===== src/gpt_pkg.sv =====
// Shared constants for the general-purpose timer and its channels.
// Assumes a single ref_clk domain; no software register map exists.
package gpt_pkg;
  // Counter direction select
  localparam logic [1:0] GPT_DIR_UP = 2'h0;
  localparam logic [1:0] GPT_DIR_DOWN = 2'h1;
  localparam logic [1:0] GPT_DIR_CENTER = 2'h2;
  // Channel function select
  localparam logic [1:0] GPT_CH_CAPTURE = 2'h0;
  localparam logic [1:0] GPT_CH_COMPARE = 2'h1;
  localparam logic [1:0] GPT_CH_PWM = 2'h2;
  localparam logic [1:0] GPT_CH_ONEPULSE = 2'h3;
  // Inter-timer trigger input usage
  localparam logic [1:0] GPT_TRG_NONE = 2'h0;
  localparam logic [1:0] GPT_TRG_RESET = 2'h1;
  localparam logic [1:0] GPT_TRG_GATE = 2'h2;
  localparam logic [1:0] GPT_TRG_START = 2'h3;
  // Reset values and fixed widths
  localparam int GPT_PSC_W = 16;
  localparam logic [15:0] GPT_PSC_RST = 16'h0000;
  localparam int GPT_HALL_N = 3;
  localparam int GPT_PIN_FIXED = 6;
  // Slow crystal clock nominal rate, Hz
  localparam int GPT_SLOW_CLK_HZ = 32768;
  // Counter run state, one-hot
  typedef enum logic [2:0] {
    GPT_ST_IDLE = 3'b001,
    GPT_ST_UP = 3'b010,
    GPT_ST_DOWN = 3'b100
  } gpt_cnt_state_t;
endpackage : gpt_pkg


===== src/gpt_ch_if.sv =====
// Bundle between the timer core and one capture/compare channel.
// Assumes both ends run on the same ref_clk.
`timescale 1ns/1ps
interface gpt_ch_if #(parameter int CNT_W = 16);
  logic [CNT_W-1:0] cnt; // Current counter value
  logic upd; // Update event pulse
  logic cap_lvl; // Synchronised capture input level
  logic [CNT_W-1:0] cap_val; // Last captured count
  logic cap_evt; // Capture event pulse
  logic match_evt; // Compare match pulse
  logic pin_out; // Channel output level
  modport ctl (output cnt, upd, cap_lvl,
    input cap_val, cap_evt, match_evt, pin_out);
  modport chan (input cnt, upd, cap_lvl,
    output cap_val, cap_evt, match_evt, pin_out);
endinterface : gpt_ch_if


===== src/gpt_timer.sv =====
// General-purpose timer: prescaler, auto-reload counter, channels.
// Assumes config inputs are static-ish levels from the ref_clk domain;
// pin inputs are asynchronous and are double-synchronised here.
`timescale 1ns/1ps
module gpt_timer
  import gpt_pkg::*;
#(
  parameter int CNT_W = 16, // Counter width, 32 for wide instance
  parameter int NUM_CH = 4, // Channel count
  parameter bit UP_ONLY = 1'b0, // Force upward counting
  parameter bit FULL = 1'b1 // Encoder, hall and DMA present
)(
  input wire logic ref_clk, // Timer kernel clock
  input wire logic nrst, // Synchronous reset, active low
  input wire logic cnt_en, // Counter enable level
  input wire logic [1:0] dir_mode, // Up, down or center
  input wire logic opm_stop, // Stop counter at update
  input wire logic [CNT_W-1:0] reload, // Auto-reload value
  input wire logic [GPT_PSC_W-1:0] presc, // Divide by presc+1
  input wire logic slow_clk_sel, // Count slow crystal edges
  input wire logic slow_clk_pin, // Slow crystal clock pin
  input wire logic dbg_halt, // Processor halted in debug
  input wire logic dbg_freeze, // Freeze while halted
  input wire logic enc_mode, // Quadrature encoder counting
  input wire logic enc_a, // Encoder phase A pin
  input wire logic enc_b, // Encoder phase B pin
  input wire logic hall_mode, // Hall sensor interface on
  input wire logic [GPT_HALL_N-1:0] hall_in, // Hall sensor pins
  input wire logic [1:0] trig_mode, // Trigger input usage
  input wire logic trig_in, // Trigger from another timer
  input wire logic dma_en, // DMA request enable
  input wire logic [2*NUM_CH-1:0] ch_mode, // Per-channel function
  input wire logic [CNT_W*NUM_CH-1:0] ch_cmp, // Per-channel compare
  input wire logic [NUM_CH-1:0] ch_both_edge, // Capture both edges
  input wire logic [NUM_CH-1:0] ch_in, // Capture input pins
  output logic [CNT_W-1:0] count_ff, // Counter value
  output logic dir_down_ff, // Counting downward
  output logic upd_ff, // Update event pulse
  output logic trig_out_ff, // Trigger to other timers
  output logic dma_req_ff, // DMA request pulse
  output logic [NUM_CH-1:0] ch_out, // Channel output levels
  output logic [CNT_W*NUM_CH-1:0] cap_val, // Captured values
  output logic [NUM_CH-1:0] cap_evt // Capture event pulses
);
  // Bit positions inside the synchroniser vector
  localparam int PIN_W = GPT_PIN_FIXED + NUM_CH;
  localparam int IDX_HALL = NUM_CH;
  localparam int IDX_B = NUM_CH + 3;
  localparam int IDX_A = NUM_CH + 4;
  localparam int IDX_SLOW = NUM_CH + 5;

  logic [PIN_W-1:0] pin_raw; // Raw pin inputs
  logic [PIN_W-1:0] s1_ff; // First sync stage
  logic [PIN_W-1:0] s2_ff; // Second sync stage
  logic [PIN_W-1:0] s3_ff; // Edge history stage
  logic [GPT_PSC_W-1:0] psc_ff; // Prescaler count
  gpt_cnt_state_t st_ff; // Run state
  gpt_cnt_state_t nxt_st; // Next run state
  logic [CNT_W-1:0] nxt_count; // Next counter value
  logic upd_nxt; // Update in this cycle
  logic trig_d_ff; // Previous trigger level
  logic start_ff; // Started by trigger
  logic opm_done_ff; // Stopped after one pulse
  logic [NUM_CH-1:0] match_evt; // Channel match pulses

  logic slow_rise; // Slow clock rising edge
  logic enc_step; // One encoder phase moved
  logic enc_up; // Encoder moving forward
  logic hall_chg; // A hall sensor toggled
  logic trig_rise; // Trigger rising edge
  logic frozen; // Debug freeze active
  logic gate_ok; // Trigger gate open
  logic go; // Counter should run
  logic step_en; // Counting allowed
  logic src_ok; // Prescaler input event
  logic tick; // Prescaled count event
  logic cnt_rst; // Trigger or hall restart
  logic [1:0] eff_dir; // Direction after variant
  logic center; // Center-aligned counting

  assign pin_raw = {slow_clk_pin, enc_a, enc_b, hall_in, ch_in};

  // Two-stage synchroniser, third stage only for edge detection
  always_ff @(posedge ref_clk) begin
    if (!nrst) begin
      s1_ff <= '0;
      s2_ff <= '0;
      s3_ff <= '0;
    end else begin
      s1_ff <= pin_raw;
      s2_ff <= s1_ff;
      s3_ff <= s2_ff;
    end
  end

  // Pin edges, all taken after the second stage
  assign slow_rise = s2_ff[IDX_SLOW] & ~s3_ff[IDX_SLOW];
  assign enc_step = (s2_ff[IDX_A] ^ s3_ff[IDX_A])
                  ^ (s2_ff[IDX_B] ^ s3_ff[IDX_B]);
  assign enc_up = s2_ff[IDX_A] ^ s3_ff[IDX_B];
  // Sensors change one at a time, so parity flips per change
  assign hall_chg = (^s2_ff[IDX_HALL +: GPT_HALL_N])
                  ^ (^s3_ff[IDX_HALL +: GPT_HALL_N]);

  // Trigger comes from a sibling timer on this clock: no sync
  always_ff @(posedge ref_clk) begin
    if (!nrst) trig_d_ff <= 1'b0;
    else trig_d_ff <= trig_in;
  end
  assign trig_rise = trig_in & ~trig_d_ff;

  assign frozen = dbg_halt & dbg_freeze;
  assign gate_ok = (trig_mode != GPT_TRG_GATE) | trig_in;
  assign go = (cnt_en | start_ff) & ~opm_done_ff;
  assign step_en = (st_ff != GPT_ST_IDLE) & go & ~frozen & gate_ok;
  // Timers of every variant may count slow crystal edges instead
  assign src_ok = slow_clk_sel ? slow_rise : 1'b1;
  assign tick = step_en & src_ok & (psc_ff == presc);
  assign cnt_rst = ~frozen & (((trig_mode == GPT_TRG_RESET) & trig_rise)
                 | (FULL & hall_mode & hall_chg));
  // Up-only variants ignore the direction select
  assign eff_dir = UP_ONLY ? GPT_DIR_UP : dir_mode;
  assign center = (eff_dir == GPT_DIR_CENTER);

  // Prescaler: divides by presc+1, restarted with the counter
  always_ff @(posedge ref_clk) begin
    if (!nrst) begin
      psc_ff <= GPT_PSC_RST;
    end else if (cnt_rst) begin
      psc_ff <= GPT_PSC_RST;
    end else if (step_en && src_ok) begin
      if (psc_ff == presc) psc_ff <= GPT_PSC_RST;
      else psc_ff <= psc_ff + 1'b1;
    end
  end

  // Trigger start; an update in one-pulse use wins over a start
  always_ff @(posedge ref_clk) begin
    if (!nrst) begin
      start_ff <= 1'b0;
    end else if (upd_nxt && opm_stop) begin
      start_ff <= 1'b0;
    end else if (trig_mode == GPT_TRG_START && trig_rise) begin
      start_ff <= 1'b1;
    end
  end

  // One-pulse stop latch, released by enable drop or new start
  always_ff @(posedge ref_clk) begin
    if (!nrst) begin
      opm_done_ff <= 1'b0;
    end else if (upd_nxt && opm_stop) begin
      opm_done_ff <= 1'b1;
    end else if (!cnt_en || (trig_mode == GPT_TRG_START && trig_rise)) begin
      opm_done_ff <= 1'b0;
    end
  end

  // Next counter value; restart beats encoder beats tick
  always_comb begin
    nxt_count = count_ff;
    upd_nxt = 1'b0;
    if (cnt_rst) begin
      nxt_count = (st_ff == GPT_ST_DOWN) ? reload : '0;
      upd_nxt = 1'b1;
    end else if (FULL && enc_mode) begin
      // Counter follows the encoder, x4 decoding
      if (enc_step && step_en) begin
        if (enc_up) begin
          if (count_ff >= reload) begin
            nxt_count = '0;
            upd_nxt = 1'b1;
          end else begin
            nxt_count = count_ff + 1'b1;
          end
        end else if (count_ff == '0) begin
          nxt_count = reload;
          upd_nxt = 1'b1;
        end else begin
          nxt_count = count_ff - 1'b1;
        end
      end
    end else if (tick) begin
      case (st_ff)
        GPT_ST_UP: begin
          if (count_ff >= reload) begin
            // Center mode turns round instead of wrapping
            if (center && reload != '0) nxt_count = count_ff - 1'b1;
            else nxt_count = '0;
            upd_nxt = 1'b1;
          end else begin
            nxt_count = count_ff + 1'b1;
          end
        end
        GPT_ST_DOWN: begin
          if (count_ff == '0) begin
            if (center) nxt_count = {{(CNT_W-1){1'b0}}, 1'b1};
            else nxt_count = reload;
            upd_nxt = 1'b1;
          end else begin
            nxt_count = count_ff - 1'b1;
          end
        end
        default: begin
          nxt_count = count_ff;
        end
      endcase
    end
  end

  // Run state and direction
  always_comb begin
    nxt_st = st_ff;
    case (st_ff)
      GPT_ST_IDLE: begin
        if (go) nxt_st = (eff_dir == GPT_DIR_DOWN) ? GPT_ST_DOWN
                                                   : GPT_ST_UP;
      end
      GPT_ST_UP: begin
        if (!go) nxt_st = GPT_ST_IDLE;
        else if (eff_dir == GPT_DIR_DOWN) nxt_st = GPT_ST_DOWN;
        else if (center && tick && !cnt_rst && !enc_mode
                 && count_ff >= reload && reload != '0)
          nxt_st = GPT_ST_DOWN;
      end
      GPT_ST_DOWN: begin
        if (!go) nxt_st = GPT_ST_IDLE;
        else if (eff_dir == GPT_DIR_UP) nxt_st = GPT_ST_UP;
        else if (center && tick && !cnt_rst && !enc_mode
                 && count_ff == '0)
          nxt_st = GPT_ST_UP;
      end
      default: nxt_st = GPT_ST_IDLE;
    endcase
  end

  always_ff @(posedge ref_clk) begin
    if (!nrst) begin
      st_ff <= GPT_ST_IDLE;
      dir_down_ff <= 1'b0;
    end else begin
      st_ff <= nxt_st;
      dir_down_ff <= (nxt_st == GPT_ST_DOWN);
    end
  end

  // Counter, update pulse and trigger output share one edge
  always_ff @(posedge ref_clk) begin
    if (!nrst) begin
      count_ff <= '0;
      upd_ff <= 1'b0;
      trig_out_ff <= 1'b0;
    end else begin
      count_ff <= nxt_count;
      upd_ff <= upd_nxt;
      trig_out_ff <= upd_nxt;
    end
  end

  // DMA request per timer: update, capture or match
  always_ff @(posedge ref_clk) begin
    if (!nrst) dma_req_ff <= 1'b0;
    else dma_req_ff <= FULL & dma_en
                     & (upd_ff | (|cap_evt) | (|match_evt));
  end

  // Channels; NUM_CH sets four, two or one per variant
  for (genvar k = 0; k < NUM_CH; k++) begin : g_ch
    gpt_ch_if #(.CNT_W(CNT_W)) bus ();
    logic hall_ch; // Channel 0 takes hall parity
    assign hall_ch = FULL && hall_mode && (k == 0);
    assign bus.cnt = count_ff;
    assign bus.upd = upd_ff;
    assign bus.cap_lvl = hall_ch ? (^s2_ff[IDX_HALL +: GPT_HALL_N])
                                 : s2_ff[k];
    gpt_channel #(.CNT_W(CNT_W)) u_ch (
      .ref_clk(ref_clk),
      .nrst(nrst),
      .mode(ch_mode[2*k +: 2]),
      .cmp_val(ch_cmp[CNT_W*k +: CNT_W]),
      .both_edge(ch_both_edge[k] | hall_ch),
      .bus(bus.chan)
    );
    assign ch_out[k] = bus.pin_out;
    assign cap_val[CNT_W*k +: CNT_W] = bus.cap_val;
    assign cap_evt[k] = bus.cap_evt;
    assign match_evt[k] = bus.match_evt;
  end
endmodule : gpt_timer


===== src/gpt_channel.sv =====
// One capture/compare channel: capture, compare toggle, PWM, one-pulse.
// Assumes cap_lvl already synchronised and cnt/upd from the timer core.
`timescale 1ns/1ps
module gpt_channel
  import gpt_pkg::*;
#(
  parameter int CNT_W = 16 // Counter width
)(
  input wire logic ref_clk, // Timer kernel clock
  input wire logic nrst, // Synchronous reset, active low
  input wire logic [1:0] mode, // Channel function
  input wire logic [CNT_W-1:0] cmp_val, // Compare / duty value
  input wire logic both_edge, // Capture on both edges
  gpt_ch_if.chan bus // Link to timer core
);
  logic lvl_d_ff; // Previous capture level
  logic [CNT_W-1:0] cnt_d_ff; // Previous count, for match edge
  logic [CNT_W-1:0] cap_ff; // Captured value
  logic cap_evt_ff; // Capture pulse
  logic match_ff; // Match pulse
  logic out_ff; // Output level
  logic armed_ff; // One-pulse armed
  logic cap_edge; // Active capture edge
  logic hit; // Counter just arrived at cmp_val

  assign cap_edge = both_edge ? (bus.cap_lvl ^ lvl_d_ff)
                              : (bus.cap_lvl & ~lvl_d_ff);
  // Only a fresh arrival matches, so a frozen counter fires once
  assign hit = (bus.cnt == cmp_val) && (bus.cnt != cnt_d_ff);

  assign bus.cap_val = cap_ff;
  assign bus.cap_evt = cap_evt_ff;
  assign bus.match_evt = match_ff;
  assign bus.pin_out = out_ff;

  // History for edge and match detection
  always_ff @(posedge ref_clk) begin
    if (!nrst) begin
      lvl_d_ff <= 1'b0;
      cnt_d_ff <= '0;
    end else begin
      lvl_d_ff <= bus.cap_lvl;
      cnt_d_ff <= bus.cnt;
    end
  end

  // Input capture of the live count
  always_ff @(posedge ref_clk) begin
    if (!nrst) begin
      cap_ff <= '0;
      cap_evt_ff <= 1'b0;
    end else if (mode == GPT_CH_CAPTURE && cap_edge) begin
      cap_ff <= bus.cnt;
      cap_evt_ff <= 1'b1;
    end else begin
      cap_evt_ff <= 1'b0;
    end
  end

  // Output waveform per function
  always_ff @(posedge ref_clk) begin
    if (!nrst) begin
      out_ff <= 1'b0;
      match_ff <= 1'b0;
      armed_ff <= 1'b1;
    end else begin
      match_ff <= hit && (mode != GPT_CH_CAPTURE);
      case (mode)
        GPT_CH_COMPARE: begin
          if (hit) out_ff <= ~out_ff;
          armed_ff <= 1'b1;
        end
        GPT_CH_PWM: begin
          out_ff <= (bus.cnt < cmp_val);
          armed_ff <= 1'b1;
        end
        GPT_CH_ONEPULSE: begin
          // Single pulse from match to next update, then disarmed
          if (bus.upd) begin
            out_ff <= 1'b0;
            armed_ff <= armed_ff & ~out_ff;
          end else if (hit && armed_ff) begin
            out_ff <= 1'b1;
          end
        end
        default: begin
          out_ff <= 1'b0;
          armed_ff <= 1'b1;
        end
      endcase
    end
  end
endmodule : gpt_channel


===== config.mk =====
export PLATFORM = sky130hd
export DESIGN_NAME = gpt_timer
export DESIGN_NICKNAME = d
export VERILOG_FILES = /design/src/gpt_pkg.sv /design/src/gpt_ch_if.sv /design/src/gpt_timer.sv /design/src/gpt_channel.sv
export SDC_FILE = /design/constraint.sdc
export NUM_CORES = 1
export LEC_CHECK = 0
export ABC_AREA = 0
export BUFFER_PORTS_ARGS = -buffer_cell sky130_fd_sc_hd__buf_2
export CAP_MARGIN = 15
export CORE_MARGIN = 4
export CORE_UTILIZATION = 50
export CTS_CLUSTER_SIZE = 25
export DETAILED_ROUTE_END_ITERATION = 10
export HOLD_SLACK_MARGIN = 0.06
export PLACE_DENSITY = 0.77
export SETUP_SLACK_MARGIN = 0.2
export SYNTH_ARGS = -nofsm -noshare
export SYNTH_HDL_FRONTEND = slang
export SYNTH_SLANG_ARGS = --single-unit

===== constraint.sdc =====
create_clock -name ref_clk -period 2.85 [get_ports ref_clk]
set_input_delay 0.285 -clock ref_clk [delete_from_list [all_inputs] [get_ports ref_clk]]
set_output_delay 0.285 -clock ref_clk [all_outputs]
set_load 0.05 [all_outputs]

==> results.ini, run 1 <==
[run_status]
outcome=complete, no violations

[routing]
vias_per_cell=5.65
first_iter_violations=735
wl_per_cell_um=18.4
routed_wl_um=32900
drc_errors=0
ant_nets=0
vias=10100
drt-pass1-iter-count=5

[layout]
final_cells=1791
n_antenna_cell=0
syn_to_final_growth_pct=26.0
design_area_um2=12900
fin_nets=1729
layout-drive-gt1-share_pct=25.3

[critical_path]
r2r_end=count_ff[10]$_SDFFE_PN0P_
worst-path-max-fanout=8
crit_end=count_ff[10]$_SDFFE_PN0P_
path_class=reg2reg
startpoint_type=flip-flop
cp-end-kind=flip-flop
crit_start=count_ff[8]$_SDFFE_PN0P_
rr_worst_depth=8
critical_path_required_ns=3.16
crit_arrival_ns=3.09
r2r_start=count_ff[8]$_SDFFE_PN0P_
rrSetupSlack_ns=0.07

[yosys]
seq_area_frac_synth_pct=32.7
synth_edf_count=0
synth.avg_cell_area_um2=8.16
synth-main-ff-cell=dfxtp_1
synth-async-reset-ratio_pct=0
synth_seq_cells=167
syn-instance-count=1254
ys_warn_count=0
syn_area_um2=10200
synth.distinct_cells=74
syn_nets=1474

[timing]
slew_headroom_pct=41.6
setup_viol=0
hold_violations=0
report.final.slew_viol_count=0
rsz0062_at_grt=true
finalClockSkew_ns=0.00866
timing.final.crit_share_pct=97.4
fin_setup_tns_ns=0
max_freq_mhz=360
worst_pin_slew_ns=0.875
layout_setup_ws_ns=0.0748
min_period_ns=2.78

[global_route]
grt_overflow_total=0
grt_pass1_vias=9647
grt_max_degree=70
grt_pass1_wl_um=50500
grtUsageTotal_pct=28.3
antenna_found_initial=0

[cts]
root_buffer=clkbuf_16
insertion_delay_ns=0.43
cts.path.max_buffers=2
numCtsBuffers=17
clock-sinks=167
cts_tree=yes
clk_pin_slew_ns=0.07
cts-htree-levels=4

[place]
numPortBuffers=224
dpl_worst_slack_ns=0.0232
place_area_um2=12000
dp_cells=1740
place_congestion=1.00
dpl.hpwl_um=23800

[floorplanning]
row_count=52
dieArea_um2=22800
die_w_um=151
fp.coreArea_um2=20200
initial_core_util_pct=50.7
fp.dieH_um=151
io_pins=225

[pwr]
totalPowerFinal_mw=7.30
powerDensity_nw_per_um2=566
power.leakage_nw=6.51
ir_drop_v=0.000467

[flow_run]
drv_cap=0

[hold_path]
hp-class=in2reg

-- worst min path at each step --
stage | start | to | slack, ns | depth (start not counted)
after floorplan | ch_mode[1] | g_ch[0].u_ch.armed_ff$_SDFFE_PN1P_ | 0.36 | 1
after detailed placement | s1_ff[3]$_SDFF_PN0_ | s2_ff[3]$_SDFF_PN0_ | 0.42 | 1
final | enc_b | s1_ff[7]$_SDFF_PN0_ | 0.08 | 2
after CTS | ch_mode[1] | g_ch[0].u_ch.armed_ff$_SDFFE_PN1P_ | 0.06 | 2
after global routing | ch_mode[1] | g_ch[0].u_ch.armed_ff$_SDFFE_PN1P_ | 0.08 | 2
after global placement | s2_ff[9]$_SDFF_PN0_ | s3_ff[9]$_SDFF_PN0_ | 0.41 | 2
-- layout make-up --
class                   instances  area, um^2
multi-input cells             911        6320
inverters                      95         358
fillers                      1764        7270
well taps                     270         338
flip-flops and latches        167        3360
clock buffers                  19         443
repair buffers                317        1910
clock inverters                12         165
-- state kept, by name, indices dropped and copies added (netlist names), 3 cells and up --
signal / flops
count_ff: 16
g_ch.u_ch.armed_ff: 4
g_ch.u_ch.bus.cap_evt: 4
g_ch.u_ch.bus.cap_val: 64
g_ch.u_ch.bus.match_evt: 4
g_ch.u_ch.bus.pin_out: 4
g_ch.u_ch.cnt_d_ff: 16
psc_ff: 16
s1_ff: 10
s2_ff: 10
s3_ff: 9
st_ff: 3
-- cell usage in the layout (no fill, tap or decap), types with 12 or more instances in the layout --
cell type	instances
a21oi_1	69
nor3_1	25
buf_2	224
o21ai_0	46
ha_1	87
clkbuf_16	17
dfxtp_1	159
nand2b_1	19
xor2_1	37
nor2_1	134
nand4_1	26
nor4_1	12
buf_4	73
nand2_1	87
xnor2_1	30
mux2i_1	57
nand3_1	28
a21o_1	12
and2_1	49
inv_1	93
-- through the flow --
step | hold slack (ns) | util, %
floorplan | 0.359 | -
global placement | 0.413 | 59.3
detailed placement | 0.419 | 59.3
CTS | 0.0641 | 63.0
global route | 0.0766 | 63.9
finish | 0.0812 | 63.9
-- synthesized netlist by cell type (19+ instances only) --
library cell | count | area [um^2]
dfxtp_1 | 167 | 3340
nor2_1 | 135 | 507
inv_1 | 94 | 353
nand2_1 | 89 | 334
ha_1 | 87 | 1090
a21oi_1 | 72 | 360
clkbuf_1 | 58 | 218
mux2i_1 | 57 | 571
o21ai_0 | 51 | 255
and2_1 | 49 | 307
xor2_1 | 38 | 333
xnor2_1 | 31 | 272
nand3_1 | 29 | 145
nand4_1 | 26 | 163
nor3_1 | 26 | 130
nand2b_1 | 19 | 119
-- critical path, stage by stage (launching register included) --
cell	delay [ns]
dfxtp_4	0.34
or4_4	0.53
or4_4	0.48
or4_4	0.52
buf_12	0.18
buf_4	0.14
o2111ai_1	0.16
nand3_1	0.09
o221a_1	0.21
-- cell families after synthesis --
group,Yosys count,share of synthesized area (%)
flops,167,32.7
simple gates,445,21.7
compound gates,250,16.0
fa+ha+maj,87,10.6
xor+xnor,71,6.36
buf+inv,176,6.97
mux,58,5.69
-- power breakdown --
part           leakage (nW)  switching (mW)  internal (mW)
logic                  4.84            1.43          0.957
registers              1.36          0.0741           2.43
clock network         0.301           0.992           1.42
-- metal layers --
layer | wire length (um) | share of wire [%] | track usage [%]
met4 | 670 | 2.0 | 8.20
met2 | 15000 | 46 | 45.9
met5 | 0 | 0 | 0
met1 | 13400 | 41 | 36.0
met3 | 3840 | 12 | 9.40
-- repair_timing --
action,4_1_cts,5_1_grt
setup endpoints to repair,12,22
buffers inserted,6,6
resized for setup,3,38
hold buffers,8,0
hold endpoints to repair,8,0
pin swaps,2,16
Power figures use the tool's default switching activity.
==> run 2: changes to the inputs <==
Settings changed: CAP_MARGIN 15 to 20, CORE_ASPECT_RATIO from default to 0.5.
==> run 2 against run 1 <==
  * First-iteration DRC count increased by 24%
  * Design area shrank 0.63%
  * Total power increased by 0.18%
  * Critical path depth down 1
  * Critical path type unchanged
==> results.ini, run 2 (synthesis results as in run 1) <==
[critical_path]
worst-path-max-fanout=7  ; -1
critPathMostFrequentCell=or4_4
path_class=reg2reg
cp-end-kind=flip-flop
cp_cell_sequence=or4_4 -> or4_4 -> or4_4 -> buf_6 -> a211oi_1 -> a311oi_1 -> o221a_1
critPathMaxStageDelay_ns=0.53  ; about the same
critical_path_required_ns=3.17  ; about the same
crit_arrival_ns=3.04  ; -0.05 ns
startpoint_type=flip-flop
slowest_stage=or4_4

[global_route]
antenna_found_initial=0  ; unchanged
grtUsageTotal_pct=30.1  ; +1.8 points
grt_max_degree=66  ; -5.7%
grt_pass1_vias=10200  ; +5.8%
grt_overflow_total=0  ; unchanged
grt_pass1_wl_um=54400  ; +7.8%

[timing]
max_freq_mhz=369  ; +2.4%
finalClockSkew_ns=0.0121  ; +0.00342 ns
hold_violations=0  ; unchanged
timing.final.crit_share_pct=95.1  ; -2.2 points
rsz0062_at_grt=true
setup_viol=0  ; unchanged
min_period_ns=2.71  ; -0.0640 ns
slew_headroom_pct=24.6  ; -17 points
worst_pin_slew_ns=1.12  ; +0.246 ns
fin_setup_tns_ns=0  ; unchanged
hold_ws_ns=0.0793  ; -0.00188 ns
report.final.slew_viol_count=0  ; unchanged
layout_setup_ws_ns=0.139  ; +0.0640 ns

[place]
place_congestion=0.982  ; -2.1%
dpl.hpwl_um=25500  ; +7.2%
dpl_worst_slack_ns=0.00148  ; -0.0217 ns
numPortBuffers=224  ; unchanged
place_area_um2=11900  ; -0.31%

[layout]
largest_reg_flops=64  ; unchanged
layout-drive-gt1-share_pct=24.7  ; -0.63 points
final_util_pct=64.8  ; +0.87 points
design_area_um2=12800  ; -0.63%
nFillCells=1740  ; -1.4%
fin_nets=1722  ; -0.40%
n_antenna_cell=0  ; unchanged
syn_to_final_growth_pct=25.2
final_common_cell=buf_2
final_cell_mix=buf_2 (224), dfxtp_1 (159), nor2_1 (135), inv_1 (93), nand2_1 (88)

[hold_path]
hp-class=in2reg

[cts]
insertion_delay_ns=0.44  ; about the same
root_buffer=clkbuf_16
clk_pin_slew_ns=0.07  ; about the same
cts-htree-levels=4  ; unchanged
numCtsBuffers=17  ; unchanged
cts_tree=yes
cts.path.max_buffers=2  ; unchanged
clock-sinks=167  ; unchanged

[routing]
wl_per_cell_um=19.6  ; +6.8%
drc_errors=0  ; unchanged
drt-pass1-iter-count=6  ; +1
ant_nets=0  ; unchanged
vias_per_cell=5.75  ; +1.8%
first_iter_violations=908  ; +24%
routed_wl_um=35000  ; +6.2%
vias=10200  ; +1.2%

[pwr]
ir_drop_v=0.000479  ; +2.7%
power.leakage_nw=6.47  ; -0.60%
powerDensity_nw_per_um2=571  ; +0.81%

[floorplanning]
row_count=36  ; -31%
fp.coreArea_um2=19800  ; -2.0%
io_pins=225  ; unchanged
fp.dieH_um=109  ; -28%
die_w_um=210  ; +39%
dieArea_um2=23000  ; +0.61%
initial_core_util_pct=51.7  ; +1.0 points

[run_status]
outcome=complete, no violations

[flow_run]
drv_cap=0  ; unchanged

## run 2: cell types whose count changed in the layout (fill, tap and decap cells not counted), moves of 2 or more
cell / before / now
buf_6: 9 / 4
a21boi_1: 5 / 2
buf_4: 73 / 70
inv_8: 1 / 4
a21boi_0: 1 / 3
buf_12: 3 / 1
dlygate4sd3_1: 8 / 10
inv_6: 4 / 2
nand2_2: 2 / 0
o21ai_0: 46 / 48
o21ai_1: 11 / 9
## run 2: worst paths after layout
kind | start | slack [ns] | endpoint | cells past startpoint
hold / removal | ch_mode[7] | 0.08 | g_ch[3].u_ch.armed_ff$_SDFFE_PN1P_ | 2
setup reg to reg | count_ff[8]$_SDFFE_PN0P_ | 0.14 | count_ff[11]$_SDFFE_PN0P_ | 7
hold reg to reg | s1_ff[2]$_SDFF_PN0_ | 0.44 | s2_ff[2]$_SDFF_PN0_ | 1
setup / recovery | count_ff[8]$_SDFFE_PN0P_ | 0.14 | count_ff[11]$_SDFFE_PN0P_ | 7
## run 2: worst max-delay path: cells and delay by family, from the launching register on
kind	cells	cell delay (ns)
AO/OA/AOI/OAI	3	0.54
buffers and inverters	1	0.18
flip-flops	1	0.34
AND/OR/NAND/NOR	3	1.55
## run 2: through the flow
step	power [mW]	instances
2_1_floorplan	3.96	1254
3_3_place_gp	4.68	1735
3_5_place_dp	4.73	1735
4_1_cts	7.25	1780
5_1_grt	7.66	1781
6_report	7.31	1781
## run 2: power breakdown
part / switching [mW] / leakage (nW) / total (mW) / internal [mW]
Sequential: 0.0884 / 1.36 / 2.52 / 2.43
Clock: 1.04 / 0.310 / 2.48 / 1.43
Combinational: 1.41 / 4.80 / 2.32 / 0.903
Total: 2.54 / 6.47 / 7.31 / 4.77
## run 2: cell type report
| type | instances | area [um^2] | area share [%] |
|---|---|---|---|
| Multi-Input combinational cell | 912 | 6320 | 49.4 |
| Sequential cell | 167 | 3360 | 26.2 |
| Timing Repair Buffer | 309 | 1810 | 14.1 |
| Clock buffer | 19 | 443 | 3.46 |
| Inverter | 95 | 358 | 2.79 |
| Tap cell | 266 | 333 | 2.60 |
| Clock inverter | 13 | 184 | 1.44 |
## run 2: timing repair
action	CTS	global route
endpoints found under the hold margin	10	0
resized for setup	8	23
pin swaps	2	2
cloned	1	0
endpoints found under the setup margin	13	16
setup buffers	2	1
hold buffers	10	0
## run 2: metal layers
metal  global-route usage [%]  routed length (um)  vias up
li1                         -                   -     4873
met1                     40.6               15400     4833
met2                     48.0               15500      482
met3                     7.53                3430       56
met4                     9.21                 614        0
met5                        0                   0        -
